**config.mk**
```make
export PLATFORM = sky130hd
export DESIGN_NAME = lpc_regs
export DESIGN_NICKNAME = d
export VERILOG_FILES = /design/src/hw/lpc_pkg.sv /design/src/hw/lpc_regs.sv
export SDC_FILE = /design/constraint.sdc
export NUM_CORES = 1
export LEC_CHECK = 0
export BUFFER_PORTS_ARGS = -buffer_cell sky130_fd_sc_hd__buf_2
export CORE_ASPECT_RATIO = 0.7
export CORE_MARGIN = 1
export CORE_UTILIZATION = 33
export DETAILED_ROUTE_END_ITERATION = 16
export GPL_TIMING_DRIVEN = 0
export SYNTH_ARGS = -nofsm -noshare
export SYNTH_HDL_FRONTEND = slang
export SYNTH_SLANG_ARGS = --single-unit
```
**constraint.sdc**
```tcl
create_clock -name clk_sys -period 5.6 [get_ports clk_sys]
set_input_delay 0.56 -clock clk_sys [delete_from_list [all_inputs] [get_ports clk_sys]]
set_output_delay 0.56 -clock clk_sys [all_outputs]
set_load 0.05 [all_outputs]
```
**src/hw/lpc_pkg.sv**
```systemverilog
// Purpose: Constants for the link status, phy link config and product data
//          register slice.
// Assumes: 32-bit Avalon-MM register port, byte addressed.
// Notes:   Config and data reset values are whole-word images of the field defaults.
package lpc_pkg;

    // ************************************************************
    // Bus and map
    // ************************************************************
    localparam int unsigned ADDR_W = 9;
    localparam logic [8:0] OFF_LINK_STATUS = 9'h0C0;
    localparam logic [8:0] OFF_PHY_CFG0    = 9'h0CC;
    localparam logic [8:0] OFF_PHY_CFG1    = 9'h0D0;
    localparam logic [8:0] OFF_PHY_CFG2    = 9'h0D4;
    localparam logic [8:0] OFF_PD_CAP      = 9'h0D8;
    localparam logic [8:0] OFF_PD_DATA     = 9'h0DC;
    localparam logic [8:0] OFF_PD_DATA_ALT = 9'h0EC;
    localparam logic [8:0] OFF_IRQ_STATUS  = 9'h1F0;
    localparam logic [8:0] OFF_IRQ_MASK    = 9'h1F4;

    // ************************************************************
    // Reset values and writable masks
    // ************************************************************
    localparam logic [31:0] PHY_CFG0_RST  = 32'h0400_1060;
    localparam logic [31:0] PHY_CFG1_RST  = 32'h0400_0800;
    localparam logic [31:0] PHY_CFG2_RST  = 32'h0099_8254;
    localparam logic [31:0] PHY_CFG2_WMSK = 32'h00FF_FFFF;
    localparam logic [31:0] PD_DATA_RST   = 32'h0000_0000;
    localparam logic [3:0]  LINK_SPEED_RST = 4'h1;
    localparam logic [5:0]  LINK_WIDTH_RST = 6'h01;
    localparam logic        SLOT_CLK_CFG   = 1'b1;

    // ************************************************************
    // Field positions
    // ************************************************************
    localparam int unsigned C0_HOT_RST   = 0;
    localparam int unsigned C0_LOOPBACK  = 1;
    localparam int unsigned C0_XLINK     = 2;
    localparam int unsigned C0_NEG_LSB   = 5;
    localparam int unsigned C0_L1T_LSB   = 16;
    localparam int unsigned C2_CDR_LSB   = 0;
    localparam int unsigned C2_L0S_LSB   = 8;
    localparam int unsigned C2_POL_INV   = 15;
    localparam int unsigned C2_L1_LSB    = 16;
    localparam int unsigned C2_PD_WAIT   = 23;
    localparam int unsigned PD_ADDR_LSB  = 18;
    localparam int unsigned PD_OP_BIT    = 31;
    localparam logic [7:0]  PD_CAP_ID    = 8'h03;
    localparam logic [7:0]  PD_NEXT_PTR  = 8'hF0;

    // ************************************************************
    // Training symbols and interrupt bits
    // ************************************************************
    localparam logic [7:0] SYM_COMMA     = 8'hBC;
    localparam logic [7:0] SYM_FTS       = 8'h3C;
    localparam logic [2:0] FTS_SYMBOLS   = 3'h4;
    localparam int unsigned IRQ_W        = 3;
    localparam int unsigned IRQ_RD_DONE  = 0;
    localparam int unsigned IRQ_WR_DONE  = 1;
    localparam int unsigned IRQ_LINK_CHG = 2;

    typedef enum logic [0:0] {
        PD_IDLE = 1'b0,
        PD_BUSY = 1'b1
    } lpc_pd_state_type;

endpackage : lpc_pkg

```
**src/hw/lpc_regs.sv**
```systemverilog
// Purpose: Link status, phy link config and product data capability
//          registers with the EEPROM read/write launch handshake.
// Assumes: One clock; link state inputs synchronous to clk_sys.
// Notes:   One wait state on every bus access.
//
// The Avalon-MM slave port was decided locally.
`timescale 1ns/1ps
`default_nettype none

module lpc_regs
    import lpc_pkg::*;
(
    // Clock and reset
    input  wire logic                  clk_sys,
    input  wire logic                  nrst,
    // Avalon-MM slave
    input  wire logic [ADDR_W-1:0]     avs_address,
    input  wire logic                  avs_read,
    input  wire logic                  avs_write,
    input  wire logic [31:0]           avs_writedata,
    input  wire logic [3:0]            avs_byteenable,
    output logic      [31:0]           avs_readdata,
    output logic                       avs_waitrequest,
    // Link state from the training logic
    input  wire logic [3:0]            linkSpeedIn,
    input  wire logic [5:0]            linkWidthIn,
    input  wire logic                  linkTrainErrIn,
    input  wire logic                  linkTrainingIn,
    input  wire logic                  linkInactiveIn,
    // Phy link controls
    output logic                       hotResetEn,
    output logic                       loopbackEn,
    output logic                       crossLinkEn,
    output logic      [2:0]            laneNegTries,
    output logic      [15:0]           l1EntryTimer,
    output logic      [31:0]           lifetimeTimers,
    output logic      [7:0]            cdrRecoveryFts,
    output logic      [9:0]            cdrRecoverySymbols,
    output logic      [7:0]            ftsCommaSym,
    output logic      [7:0]            ftsFillSym,
    output logic      [6:0]            l0sExitLatency,
    output logic      [6:0]            l1ExitLatency,
    output logic                       polarityInvEn,
    output logic                       powerDownWaitEn,
    // EEPROM cycle port
    output logic                       eeReq,
    output logic                       eeWrite,
    output logic      [5:0]            eeAddr,
    output logic      [31:0]           eeWdata,
    input  wire logic                  eeAck,
    input  wire logic [31:0]           eeRdata,
    // Interrupt
    output logic                       irq
);

    // ************************************************************
    // Reset release
    // ************************************************************
    logic             rstSync1_reg;
    logic             rstSync2_reg;
    logic             rstN;

    always_ff @(posedge clk_sys or negedge nrst) begin
        if (!nrst) begin
            rstSync1_reg <= 1'b0;
            rstSync2_reg <= 1'b0;
        end else begin
            rstSync1_reg <= 1'b1;
            rstSync2_reg <= rstSync1_reg;
        end
    end
    assign rstN = rstSync2_reg;

    // Everything below runs from the released copy


    // ************************************************************
    // Declarations
    // ************************************************************
    logic             ack_reg;
    logic [31:0]      rdata_reg;
    logic [31:0]      rdata_next;
    logic             wrEn;
    logic [3:0]       linkSpeed_reg;
    logic [5:0]       linkWidth_reg;
    logic             trainErr_reg;
    logic             training_reg;
    logic             inactive_reg;
    logic [31:0]      cfg0_reg;
    logic [31:0]      cfg1_reg;
    logic [31:0]      cfg2_reg;
    logic             pdOp_reg;
    logic [5:0]       pdAddr_reg;
    logic [31:0]      pdData_reg;
    lpc_pd_state_type pdState_reg;
    logic             pdLaunch;
    logic             pdDone;
    logic [IRQ_W-1:0] irqStatus_reg;
    logic [IRQ_W-1:0] irqMask_reg;
    logic [IRQ_W-1:0] irqEvent;
    logic [31:0]      linkWord;
    logic [31:0]      pdCapWord;

    // Byte-lane merge, limited to writable bits
    function automatic logic [31:0] mergeBytes(
        input logic [31:0] oldVal,
        input logic [31:0] newVal,
        input logic [3:0]  be,
        input logic [31:0] wmask
    );
        logic [31:0] m;
        m = {{8{be[3]}}, {8{be[2]}}, {8{be[1]}}, {8{be[0]}}} & wmask;
        return (oldVal & ~m) | (newVal & m);
    endfunction : mergeBytes

    // Shared address match for the read mux and write strobes
    function automatic logic hit(input logic [ADDR_W-1:0] off);
        return avs_address == off;
    endfunction : hit

    // ************************************************************
    // Bus handshake
    // ************************************************************
    // Every access waits one cycle; read data is built in that cycle
    always_ff @(posedge clk_sys or negedge rstN) begin
        if (!rstN) begin
            ack_reg <= 1'b0;
        end else begin
            ack_reg <= (avs_read | avs_write) & ~ack_reg;
        end
    end
    assign avs_waitrequest = (avs_read | avs_write) & ~ack_reg;
    assign wrEn            = avs_write & ack_reg;

    // A held request gets a fresh wait state


    // ************************************************************
    // Link status capture
    // ************************************************************
    always_ff @(posedge clk_sys or negedge rstN) begin
        if (!rstN) begin
            linkSpeed_reg <= LINK_SPEED_RST;
            linkWidth_reg <= LINK_WIDTH_RST;
            trainErr_reg  <= 1'b0;
            training_reg  <= 1'b0;
            inactive_reg  <= 1'b0;
        end else begin
            linkSpeed_reg <= linkSpeedIn;
            linkWidth_reg <= linkWidthIn;
            trainErr_reg  <= linkTrainErrIn;
            training_reg  <= linkTrainingIn;
            inactive_reg  <= linkInactiveIn;
        end
    end

    // Low half belongs to link control, outside this slice
    assign linkWord = {2'b00, inactive_reg, SLOT_CLK_CFG, training_reg,
                       trainErr_reg, linkWidth_reg, linkSpeed_reg,
                       16'h0000};

    // ************************************************************
    // Phy link configuration
    // ************************************************************
    always_ff @(posedge clk_sys or negedge rstN) begin
        if (!rstN) begin
            cfg0_reg <= PHY_CFG0_RST;
            cfg1_reg <= PHY_CFG1_RST;
            cfg2_reg <= PHY_CFG2_RST;
        end else if (wrEn) begin
            if (hit(OFF_PHY_CFG0)) begin
                cfg0_reg <= mergeBytes(cfg0_reg, avs_writedata,
                                       avs_byteenable, 32'hFFFF_FFFF);
            end
            if (hit(OFF_PHY_CFG1)) begin
                cfg1_reg <= mergeBytes(cfg1_reg, avs_writedata,
                                       avs_byteenable, 32'hFFFF_FFFF);
            end
            if (hit(OFF_PHY_CFG2)) begin
                cfg2_reg <= mergeBytes(cfg2_reg, avs_writedata,
                                       avs_byteenable, PHY_CFG2_WMSK);
            end
        end
    end

    assign hotResetEn      = cfg0_reg[C0_HOT_RST];
    assign loopbackEn      = cfg0_reg[C0_LOOPBACK];
    assign crossLinkEn     = cfg0_reg[C0_XLINK];
    assign laneNegTries    = cfg0_reg[C0_NEG_LSB +: 3];
    assign l1EntryTimer    = cfg0_reg[C0_L1T_LSB +: 16];
    assign lifetimeTimers  = cfg1_reg;
    assign cdrRecoveryFts  = cfg2_reg[C2_CDR_LSB +: 8];
    // Recovery time in symbols, for the transmitter's FTS counter
    assign cdrRecoverySymbols = {2'b00, cdrRecoveryFts}
                              * {7'h00, FTS_SYMBOLS};
    assign ftsCommaSym     = SYM_COMMA;
    assign ftsFillSym      = SYM_FTS;
    assign l0sExitLatency  = cfg2_reg[C2_L0S_LSB +: 7];
    assign polarityInvEn   = cfg2_reg[C2_POL_INV];
    assign l1ExitLatency   = cfg2_reg[C2_L1_LSB +: 7];
    assign powerDownWaitEn = cfg2_reg[C2_PD_WAIT];

    // ************************************************************
    // Product data EEPROM cycle
    // ************************************************************
    // Launch only from idle; writes during a cycle are dropped so a
    // poll loop cannot corrupt the address of a cycle in flight
    assign pdLaunch = wrEn & hit(OFF_PD_CAP) & avs_byteenable[3]
                    & (pdState_reg == PD_IDLE);
    assign pdDone   = (pdState_reg == PD_BUSY) & eeAck;

    // Stray acknowledge while idle is ignored


    always_ff @(posedge clk_sys or negedge rstN) begin
        if (!rstN) begin
            pdState_reg <= PD_IDLE;
        end else begin
            unique case (pdState_reg)
                PD_IDLE: begin
                    if (pdLaunch) begin
                        pdState_reg <= PD_BUSY;
                    end
                end
                PD_BUSY: begin
                    if (eeAck) begin
                        pdState_reg <= PD_IDLE;
                    end
                end
            endcase
        end
    end

    always_ff @(posedge clk_sys or negedge rstN) begin
        if (!rstN) begin
            pdOp_reg   <= 1'b0;
        end else if (pdLaunch) begin
            pdOp_reg   <= avs_writedata[PD_OP_BIT];
        end else if (pdDone) begin
            pdOp_reg <= ~pdOp_reg;
        end
    end

    // Address lane may be written alone, without a launch
    always_ff @(posedge clk_sys or negedge rstN) begin
        if (!rstN) begin
            pdAddr_reg <= 6'h00;
        end else if (wrEn && hit(OFF_PD_CAP) && avs_byteenable[2]
                     && pdState_reg == PD_IDLE) begin
            pdAddr_reg <= avs_writedata[PD_ADDR_LSB +: 6];
        end
    end


    always_ff @(posedge clk_sys or negedge rstN) begin
        if (!rstN) begin
            pdData_reg <= PD_DATA_RST;
        end else if (pdDone && !pdOp_reg) begin
            pdData_reg <= eeRdata;
        end else if (wrEn && hit(OFF_PD_DATA)
                     && pdState_reg == PD_IDLE) begin
            pdData_reg <= mergeBytes(pdData_reg, avs_writedata,
                                     avs_byteenable, 32'hFFFF_FFFF);
        end
    end

    assign eeReq   = (pdState_reg == PD_BUSY);
    assign eeWrite = pdOp_reg;
    assign eeAddr  = pdAddr_reg;
    assign eeWdata = pdData_reg;

    assign pdCapWord = {pdOp_reg, 7'h00, pdAddr_reg, 2'b00,
                        PD_NEXT_PTR, PD_CAP_ID};

    // ************************************************************
    // Interrupts
    // ************************************************************
    assign irqEvent[IRQ_RD_DONE]  = pdDone & ~pdOp_reg;
    assign irqEvent[IRQ_WR_DONE]  = pdDone & pdOp_reg;
    assign irqEvent[IRQ_LINK_CHG] = inactive_reg ^ linkInactiveIn;

    // Set wins over a same-cycle write-one clear
    always_ff @(posedge clk_sys or negedge rstN) begin
        if (!rstN) begin
            irqStatus_reg <= '0;
            irqMask_reg   <= '0;
        end else begin
            if (wrEn && hit(OFF_IRQ_STATUS) && avs_byteenable[0]) begin
                irqStatus_reg <= (irqStatus_reg
                                 & ~avs_writedata[IRQ_W-1:0]) | irqEvent;
            end else begin
                irqStatus_reg <= irqStatus_reg | irqEvent;
            end
            if (wrEn && hit(OFF_IRQ_MASK) && avs_byteenable[0]) begin
                irqMask_reg <= avs_writedata[IRQ_W-1:0];
            end
        end
    end
    assign irq = |(irqStatus_reg & irqMask_reg);

    // Level output; software clears the cause


    // ************************************************************
    // Read data
    // ************************************************************
    always_comb begin
        rdata_next = 32'h0000_0000;
        if (hit(OFF_LINK_STATUS)) begin
            rdata_next = linkWord;
        end
        if (hit(OFF_PHY_CFG0)) begin
            rdata_next = cfg0_reg;
        end
        if (hit(OFF_PHY_CFG1)) begin
            rdata_next = cfg1_reg;
        end
        if (hit(OFF_PHY_CFG2)) begin
            rdata_next = cfg2_reg;
        end
        if (hit(OFF_PD_CAP)) begin
            rdata_next = pdCapWord;
        end
        if (hit(OFF_PD_DATA) || hit(OFF_PD_DATA_ALT)) begin
            rdata_next = pdData_reg;
        end
        if (hit(OFF_IRQ_STATUS)) begin
            rdata_next = {{(32-IRQ_W){1'b0}}, irqStatus_reg};
        end
        if (hit(OFF_IRQ_MASK)) begin
            rdata_next = {{(32-IRQ_W){1'b0}}, irqMask_reg};
        end
    end

    // Captured in the wait cycle, stands until the next read
    always_ff @(posedge clk_sys or negedge rstN) begin
        if (!rstN) begin
            rdata_reg <= 32'h0000_0000;
        end else if (avs_read && !ack_reg) begin
            rdata_reg <= rdata_next;
        end
    end
    assign avs_readdata = rdata_reg;

    // Unmapped offsets read as zero


endmodule : lpc_regs

`default_nettype wire
```
==> key figures, run 1 <==
Run status
  – Outcome: complete, no violations

Worst setup path
  – CP Launch Type: primary input
  – Critical Path Max Stage Delay: 0.71 ns
  – CP max FO: 10
  – RR Startpoint: ack_reg$_DFF_PN0_
  – Setup crit start: avs_address[5]
  – Worst Path Buf+Inv: 2
  – CP Data Arrival Time: 3.27 ns
  – Top delay family on crit path: simple AND/OR/NAND/NOR gates
  – CP max stage cell: nor2_1
  – Cells along the critical path: buf_2 -> buf_4 -> nand4b_1 -> nor2_1 -> nor2_1 -> o21ai_0 -> o21ai_0
  – Critical path required time: 5.94 ns
  – Worst setup EP type: flip-flop
  – Setup CP Type: in2reg

Finish
  – Layout area overhead: 28.7%
  – Fillers: 2492
  – Share of layout cells above drive strength 1: ~47%
  – Area occupied by multi-input gates: 3590 sq um
  – Sequential cell area: 4580 sq um
  – Nets: 1131

Die
  – Starting Density: 33.6%
  – Total core area: 25700 sq um
  – Die width: 195 um
  – FP Rows: 49
  – Die area: 26800 sq um
  – Die Ht: 137 um
  – Num ports: 273

Synth
  – Synth Warn #: 0
  – Seq/Total Area, Yosys: 53.0%
  – Avg Cell Area, Syn: roughly 12 sq um
  – Synth unique cells: 63
  – Top FF cell, synth: dfrtp_1
  – Flops & latches, synth: 182
  – Synth Instances: between 700 and 800
  – Post-synth top area share: 47.8%
  – Area leader, netlist: dfrtp_1
  – Post-synth EDFFs: 0
  – Largest cells by area after synthesis: dfrtp_1 48%, mux2_2 12%, dfstp_2 5.2%, buf_4 4.2%, mux2i_1 3.9%
  – Synth cell count leaders: 165 x dfrtp_1, 95 x mux2_2, 57 x nor2_1, 48 x buf_4, 47 x a21oi_1
  – Ys async rst share: 100%
  – Mapped Area: 8630 sq um
  – Count leader, synth: dfrtp_1

Route
  – DR iter-0 viols: 496
  – Residual DRC: 0
  – Metal2 WL: 13.8 mm
  – Final wirelength: 31.7 mm
  – Via count: 7385
  – Met1 wire length: ~15 mm
  – Routed met3 length: 2.61 mm
  – Wire length per cell: 22.9 um
  – First-pass iteration count of the detailed router: 5
  – Number of routed nets with antenna violations: 0
  – DR top layer: met5
  – Routed vias/inst: 5.34

Placement
  – DPL Wire Length: 23.7 mm
  – GP Congestion: 0.889
  – PortBufs: 252

STA
  – RSZ-0062 raised after global routing: no
  – Max-slew violations: 0
  – Relative slew slack: 17.4%
  – Tcrit/Tclk final: 52.2%
  – Final setup viols: 0
  – Slew @ Worst Pin: 1.23 ns
  – Setup TNS Final: 0 ns
  – Max Clock Skew: about 0.011 ns
  – FMAX: 342 MHz
  – Final hold vios: 0
  – Final min period: 2.92 ns

Power and ir drop
  – PD cells: 271 nW/um^2
  – Maximum vdd drop: between 150 and 200 uV
  – Static Leakage: about 5.9 nW
  – Total power: 0.00301 W

GRT
  – First-pass GRT wire length: between 40 and 50 mm
  – Global-route usage over all layers: 23.8%
  – Maximum number of pins on one net before global-route repair: 59
  – Initial antenna violation count: 6
  – GRT overflow: 0
  – Vias in the first global route: 7030

Clock tree
  – CTS tree: yes
  – Clock Root Buffer: clkbuf_16
  – Clk_lat worst skew: 0.45 ns
  – CTS H-tree depth: 4
  – CTS max path bufs: 2
  – Num Clock Sinks: 182
  – CTS Buf Count: 17
  – CTS clock-pin slew for the worst setup and hold paths: 0.07 ns

Min path
  – HP Class: reg2async

Flow run
  – Max-cap viol count: 0
[power breakdown]
part / internal (W) / switching, W
logic: 0.0000895 / 0.000241
registers: 0.00134 / 0.0000217
clock network: 0.000753 / 0.000561
[worst register-to-register path, cell delays in order, from the launching register on]
cell and delay, ns:
dfrtp_1 0.37, buf_2 0.19, nand2b_1 0.19, nor2_1 0.67, o21ai_0 0.71, o21ai_0 0.38
[per-stage QoR]
step	cells	cell area [sq um]	util (%)	setup slack, ns	hold slack [ns]
2_1_floorplan	760	8690	-	0.183	0.264
3_3_place_gp	1343	10400	40.4	-2.27	0.335
3_5_place_dp	1347	10500	40.8	2.21	0.219
4_1_cts	1380	11100	43.2	2.68	0.193
5_1_grt	1381	11100	43.2	2.49	0.198
6_report	1383	11100	43.3	2.68	0.212
[cell families (layout without fill, tap and decap cells)]
group                     count (synthesis)  count (layout)  share of synthesized area [%]
DFF                                     182             182                           53.0
AOI/OAI and AO/OA                       173             173                           13.5
and+or+nand+nor                         164             164                           10.3
muxes                                   131             131                           16.6
buffers and inverters                    88             377                           6.19
xor gates and xnor gates                  3               3                          0.304
other                                     2              22                         0.0870
[worst paths after layout]
check	end	slack, ns	cells past startpoint
worst max-delay path	avs_readdata[24]$_DFFE_PN0P_	2.68	7
worst min-delay path	asynchronous set/reset pin	0.21	0
worst max register to register	avs_readdata[24]$_DFFE_PN0P_	2.99	5
worst min register to register	asynchronous set/reset pin	0.21	0
max in group asynchronous	linkWidth_reg[0]$_DFF_PN1_	4.43	2
min in group clk_sys	linkWidth_reg[3]$_DFF_PN0_	0.22	1
[layout by cell type, fill, tap and decap left out, types with 4 or more instances in the layout]
cell,synthesis,layout
buf_2,12,264
dfrtp_1,165,164
mux2_2,95,95
nor2_1,57,57
buf_4,48,49
a21oi_1,47,47
o21ai_0,40,40
mux2i_1,34,34
nand2_1,24,24
a22oi_1,24,24
clkbuf_1,22,23
conb_1,2,19
nand3_1,17,17
dfstp_2,17,17
clkbuf_16,0,17
a222oi_1,14,14
a22o_1,11,11
nor3_1,9,9
nand2b_1,7,7
nand2_2,7,7
and3_1,5,5
nor2_4,4,4
nor2b_1,4,4
a211oi_1,4,4
o21a_1,4,4
inv_6,0,4
bufinv_16,0,4
[layer usage]
layer / global-route usage (%) / vias to the layer above
met5: 0 / -
met4: 5.86 / 6
met3: 6.93 / 27
met2: 35.3 / 312
met1: 33.9 / 3779
li1: - / 3261
[final cells by class]
| class | count | share of cell area [%] |
|---|---|---|
| Multi-Input combinational cell | 490 | 32.3 |
| Tap cell | 331 | 3.73 |
| Antenna cell | 3 | 0.0676 |
| Inverter | 3 | 0.101 |
| Clock buffer | 18 | 3.86 |
| Buffer | 85 | 4.71 |
| Timing Repair Buffer | 257 | 12.3 |
| Clock inverter | 14 | 1.76 |
| Sequential cell | 182 | 41.2 |
[timing repair]
| action | in CTS | in global routing |
|---|---|---|
| hold buffers | 1 | 0 |
| resized for setup | 0 | 0 |
| endpoints found under the hold margin | 2 | 0 |
| buffers inserted | 0 | 0 |
| setup endpoints to repair | 0 | 0 |
Power figures use the tool's default switching activity.
==> inputs of run 2 (changes only) <==
==> constraint.sdc (replaced) <==
create_clock -name clk_sys -period 2.8 [get_ports clk_sys]
set_input_delay 0.28 -clock clk_sys [delete_from_list [all_inputs] [get_ports clk_sys]]
set_output_delay 0.28 -clock clk_sys [all_outputs]
set_load 0.05 [all_outputs]
==> run 2 against run 1 <==
  * Global-route usage about the same
  * Via count down 0.24%
  * Setup slack got worse by 2.6 ns
  * Utilization grew 0.16 points
  * Clock power is 81% higher
  * Clock skew grew 0.0036 ns
  * Die area stayed put
  * First-iteration DRC count shrank 1.8%
  * Non-clock buffer count is 12 higher
  * Sequential share of layout area decreased by 0.15 points
  * Hold slack got worse by 0.14 ns
  * Combinational power up 99%
  * Critical path type unchanged
==> key figures, run 2 (synthesized netlist as in run 1, its figures left out) <==
Clock tree
  – Post-CTS Setup Inserts: 0
  – Clk_lat worst skew: 0.45 ns
  – CTS max path bufs: 2
  – Num Clock Sinks: 182
  – Clock Root Buffer: clkbuf_16
  – Post-cts resize count: 0
  – CTS Buf Count: 17
  – CTS clock-pin slew for the worst setup and hold paths: 0.08 ns
  – CTS tree: yes
  – CTS H-tree depth: 4

Power and ir drop
  – Maximum vdd drop: roughly 430 uV
  – Static Leakage: around 5.9 nW
  – Total power: 0.00577 W
  – PD cells: 518 nW/um^2

Die
  – Die area: 26800 sq um
  – FP Rows: just under 50
  – Num ports: 273
  – Die Ht: 137 um
  – Total core area: 25700 sq um
  – Die width: approximately 200 um
  – Starting Density: 33.6%

Route
  – Via count: about 7400
  – First-pass iteration count of the detailed router: 6
  – DR iter-0 viols: 487
  – Routed vias/inst: 5.28
  – Final wirelength: 31.5 mm
  – Wire length per cell: 22.6 um
  – Number of routed nets with antenna violations: 0
  – Residual DRC: 0

GRT
  – Met1 usage: between 30 and 40%
  – Global-route usage over all layers: 23.8%
  – Maximum number of pins on one net before global-route repair: 69
  – Top Usage Layer GRT: met2
  – Initial antenna violation count: 6
  – GRT overflow: 0
  – Global-route track usage on met2: a little over a third
  – GR Util met3: slightly below 7%
  – Vias in the first global route: 7167
  – First-pass GRT wire length: 46.0 mm

Placement
  – PortBufs: 252
  – GP Congestion: 0.879
  – DPL Wire Length: between 20 and 25 mm

STA
  – Slew @ Worst Pin: 1.10 ns
  – Relative slew slack: 25.7%
  – Max Clock Skew: 0.0147 ns
  – Setup TNS Final: 0 ns
  – Tcrit/Tclk final: 95.8%
  – Max-slew violations: 0
  – Final min period: 2.68 ns
  – RSZ-0062 raised after global routing: no
  – FMAX: between 300 and 400 MHz
  – Worst hold slack: 0.0736 ns
  – Final setup viols: 0
  – Final hold vios: 0

Worst setup path
  – CP Launch Type: primary input
  – Setup CP Type: in2reg
  – CP Data Arrival Time: 3.04 ns
  – Worst setup EP type: flip-flop
  – Critical path required time: about 3.2 ns
  – CP max FO: 10

Finish
  – Layout area overhead: 29.2%
  – Commonest non-fill, non-tap cell in the layout: buf_2
  – Nets: 1143
  – Most frequent cells in the layout: 264 x buf_2, 164 x dfrtp_1, 95 x mux2_2
  – Share of layout cells above drive strength 1: 46.1%

Min path
  – HP Class: in2reg

Run status
  – Outcome: complete, no violations

Flow run
  – Max-cap viol count: 0
## run 2: cell types whose count changed in the layout (fill, tap and decap cells not counted)
cell           change
inv_6              +4
inv_8              +1
dlygate4sd3_1     +13
clkinv_4           -1
clkbuf_8           +2
clkinvlp_4         +1
clkbuf_1           -1
buf_16             -1
clkinv_2           -2
bufinv_16          -4
## run 2: through the flow
step | instance area (sq um) | setup WS [ns] | util [%] | instances
after detailed placement | 10400 | -0.307 | 40.7 | 1346
after global routing | 11100 | 0.0604 | 43.4 | 1393
after CTS | 11100 | 0.181 | 43.4 | 1392
after global placement | 10400 | -0.255 | 40.4 | 1343
after floorplan | 8700 | 0.936 | - | 760
final | 11200 | 0.119 | 43.4 | 1395
## run 2: final timing paths
kind | from | end | slack [ns] | cells after the start
min in group asynchronous | nrst | rstN$_DFF_PN0_ | 0.15 | 2
max | avs_address[2] | avs_readdata[11]$_DFFE_PN0P_ | 0.12 | 8
min reg2reg | rstSync1_reg$_DFF_PN0_ | rstN$_DFF_PN0_ | 0.35 | 0
max reg2reg | ack_reg$_DFF_PN0_ | avs_readdata[27]$_DFFE_PN0P_ | 0.28 | 5
max in group asynchronous | rstN$_DFF_PN0_ | asynchronous set/reset pin | 1.52 | 1
min | eeRdata[16] | flip-flop | 0.07 | 3
## run 2: power by group
group	internal (W)	switching (W)	total [W]
Clock	0.00121	0.00116	0.00237
Sequential	0.00268	0.0000549	0.00274
Combinational	0.000187	0.000471	0.000658
## run 2: layout make-up
class	count	area, sq um
clock buffer	19	453
sequential	182	4580
inverter	3	11.3
timing repair buffer	269	1460
buffer	85	523
fill	2530	14500
multi-input combinational	490	3590
clock inverter	13	110
antenna	3	7.51
tap	331	414
## run 2: critical path, cell delays in order
cell,delay (ns)
clkbuf_2,0.18
and2_1,0.16
buf_2,0.25
nand4_1,0.59
nor2_1,0.91
buf_2,0.42
a22oi_1,0.11
o21ai_0,0.12
## run 2: repair_timing
| item | CTS | global route |
|---|---|---|
| endpoints found under the hold margin | 15 | 0 |
| endpoints found under the setup margin | 0 | 0 |
| hold buffers | 14 | 0 |
## run 2: metal layers
metal  wire length [um]  part of all wire, %
met5                 35                 0.11
met4                383                  1.2
met3               2550                  8.1
met2              13600                   43
met1              14900                   47
==> inputs of run 3 (changes only) <==
--- a/config.mk
+++ b/config.mk
@@ -11,6 +11,7 @@
 export CORE_UTILIZATION = 33
 export DETAILED_ROUTE_END_ITERATION = 16
 export GPL_TIMING_DRIVEN = 0
+export PLACE_DENSITY = 0.63
 export SYNTH_ARGS = -nofsm -noshare
 export SYNTH_HDL_FRONTEND = slang
 export SYNTH_SLANG_ARGS = --single-unit
==> constraint.sdc (replaced) <==
create_clock -name clk_sys -period 2.3 [get_ports clk_sys]
set_input_delay 0.23 -clock clk_sys [delete_from_list [all_inputs] [get_ports clk_sys]]
set_output_delay 0.23 -clock clk_sys [all_outputs]
set_load 0.05 [all_outputs]
==> run 3 against run 2 <==
  * Clock power is 32% higher
  * Sequential power is 21% higher
  * Clock skew is 0.0028 ns lower
  * Flip-flop and latch count stayed put
  * Sequential share of layout area is 0.42 points lower
  * Register-to-register slack worse by 0.10 ns
  * Via count is 0.33% higher
  * Critical endpoint is now avs_readdata[27]$_DFFE_PN0P_
  * Largest cell class unchanged
  * Highest routed layer is now met4
==> key figures, run 3 (synthesized netlist as in run 1, its figures left out) <==
Run status
  – Outcome: complete, no violations

Clock tree
  – CTS max path bufs: 2
  – CTS clock-pin slew for the worst setup and hold paths: 0.07 ns
  – CTS H-tree depth: 4
  – Clk_lat worst skew: 0.44 ns
  – CTS tree: yes
  – CTS Buf Count: 17
  – Clock Root Buffer: clkbuf_16
  – Num Clock Sinks: 182

GRT
  – Initial antenna violation count: 5
  – Maximum number of pins on one net before global-route repair: 58
  – GRT overflow: 0
  – Global-route usage over all layers: a little under a quarter
  – First-pass GRT wire length: 46.0 mm
  – Vias in the first global route: between 7000 and 8000

Power and ir drop
  – Static Leakage: approximately 6.0 nW
  – Maximum vdd drop: approximately 450 uV
  – PD cells: 646 nW/um^2

STA
  – Worst hold slack: 0.0352 ns
  – FMAX: ~470 MHz
  – Final setup viols: 0
  – Final hold vios: 0
  – Max Clock Skew: 0.0118 ns
  – Tcrit/Tclk final: 92.9%
  – Relative slew slack: 45.5%
  – Max-slew violations: 0
  – Slew @ Worst Pin: 0.806 ns
  – RSZ-0062 raised after global routing: no
  – Final min period: approximately 2.1 ns

Worst setup path
  – Crit path top cell by count: buf_2
  – Setup CP Type: in2reg
  – Top delay family on crit path: simple AND/OR/NAND/NOR gates
  – Worst Path Buf+Inv: 3
  – CP Launch Type: primary input
  – CP max FO: 10
  – Cells along the critical path: clkbuf_2 -> and2_1 -> buf_2 -> nand4_1 -> nor2_4 -> buf_2 -> a22oi_1 -> o21ai_0
  – Critical Path Max Stage Delay: 0.58 ns
  – CP max stage cell: nand4_1
  – CP Data Arrival Time: between 2 and 2.5 ns
  – Worst setup EP type: flip-flop
  – Critical path required time: 2.65 ns

Finish
  – Share of layout cells above drive strength 1: 47.1%
  – Final std cells w/o fill: 1398
  – Nets: between 1000 and 1500
  – Layout area overhead: 30.6%
  – Final Cell Area: 11300 sq um
  – Most frequent cells in the layout: 264 x buf_2, 164 x dfrtp_1, 95 x mux2_2
  – Fillers: 2484
  – Commonest non-fill, non-tap cell in the layout: buf_2
  – Sequential cell area: 4580 sq um
  – Area occupied by multi-input gates: 3610 sq um

Die
  – Die Ht: 137 um
  – Die area: 26800 sq um
  – Num ports: 273
  – Starting Density: about a third
  – FP Rows: 49
  – Die width: approximately 200 um
  – Total core area: 25700 sq um

Route
  – Final wirelength: 31.3 mm
  – Via count: 7391
  – Routed vias/inst: 5.29
  – Residual DRC: 0
  – DR iter-0 viols: ~600
  – Number of routed nets with antenna violations: 0
  – First-pass iteration count of the detailed router: 6
  – Wire length per cell: between 20 and 25 um

Min path
  – HP Class: in2reg

Placement
  – Inst Count DP: roughly 1300
  – Area post-placement: 10500 sq um
  – DPL Wire Length: 23.4 mm
  – PortBufs: 252
  – GP Congestion: 0.881

Flow run
  – Max-cap viol count: 0
-- run 3: cell types whose count changed in the layout (fill, tap and decap cells not counted), sizes merged --
cell / change
clkinvlp: -1
bufinv: +3
inv: -3
buf: +1
clkbuf: -1
diode: +2
clkinv: +2
-- run 3: cell type report --
class,instances,share of cell area (%)
plain buffers,85,4.74
inverters,3,0.0999
clock inverters,14,1.69
repair buffers,270,13.2
clock buffers,18,3.81
multi-input cells,490,32.0
diodes,5,0.111
flip-flops and latches,182,40.6
well taps,331,3.68
-- run 3: path summary, 6_finish.rpt --
path,slack [ns],start,depth (start not counted),end
setup reg to reg,0.18,ack_reg$_DFF_PN0_,6,avs_readdata[21]$_DFFE_PN0P_
min in group asynchronous,0.10,nrst,2,rstN$_DFF_PN0_
max in group asynchronous,0.84,rstN$_DFF_PN0_,3,linkSpeed_reg[0]$_DFF_PN1_
setup / recovery,0.16,avs_address[2],8,avs_readdata[27]$_DFFE_PN0P_
hold reg to reg,0.21,rstN$_DFF_PN0_,0,asynchronous set/reset pin
hold / removal,0.04,eeRdata[14],3,flip-flop
-- run 3: metrics by stage --
| step | TNS (ns) | util (%) | total power (W) | worst slack, ns |
|---|---|---|---|---|
| 2_1_floorplan | 0 | - | 0.00386 | 0.438 |
| 3_3_place_gp | -67.42 | 40.4 | 0.00416 | -0.718 |
| 3_5_place_dp | -19.52 | 40.8 | 0.00419 | -0.820 |
| 4_1_cts | 0 | 43.7 | 0.00734 | 0.0197 |
| 5_1_grt | 0 | 43.8 | 0.00754 | 0.0826 |
| 6_report | 0 | 43.9 | 0.00728 | 0.163 |
-- run 3: layer usage --
| metal | global-route usage, % | part of all wire (%) | vias to the layer above | wire length (um) |
|---|---|---|---|---|
| li1 | - | - | 3313 | - |
| met1 | 32.9 | 46 | 3714 | 14300 |
| met2 | 36.0 | 44 | 338 | 13800 |
| met3 | 7.12 | 8.9 | 26 | 2790 |
| met4 | 5.38 | 1.1 | 0 | 340 |
| met5 | 0 | 0 | - | 0 |
-- run 3: worst register-to-register path: cells and delay by family (launching register included) --
family,cells,cell delay (ns)
buffers and inverters,3,1.04
AOI/OAI and AO/OA,1,0.20
and+or+nand+nor,2,0.45
DFF,1,0.36
-- run 3: repair_timing --
| item | in CTS | in global routing |
|---|---|---|
| hold endpoints to repair | 15 | 0 |
| resized for setup | 6 | 15 |
| setup buffers | 0 | 0 |
| hold buffers | 14 | 0 |
| gates cloned | 0 | 0 |
| endpoints found under the setup margin | 28 | 38 |
-- run 3: where the power goes --
| part | switching (W) | leakage, nW | total (W) | internal (W) |
|---|---|---|---|---|
| sequential | 0.0000532 | 2.43 | 0.00332 | 0.00327 |
| clock | 0.00138 | 0.300 | 0.00313 | 0.00175 |
| combinational | 0.000596 | 3.25 | 0.000830 | 0.000235 |
| total | 0.00203 | 5.98 | 0.00728 | 0.00525 |
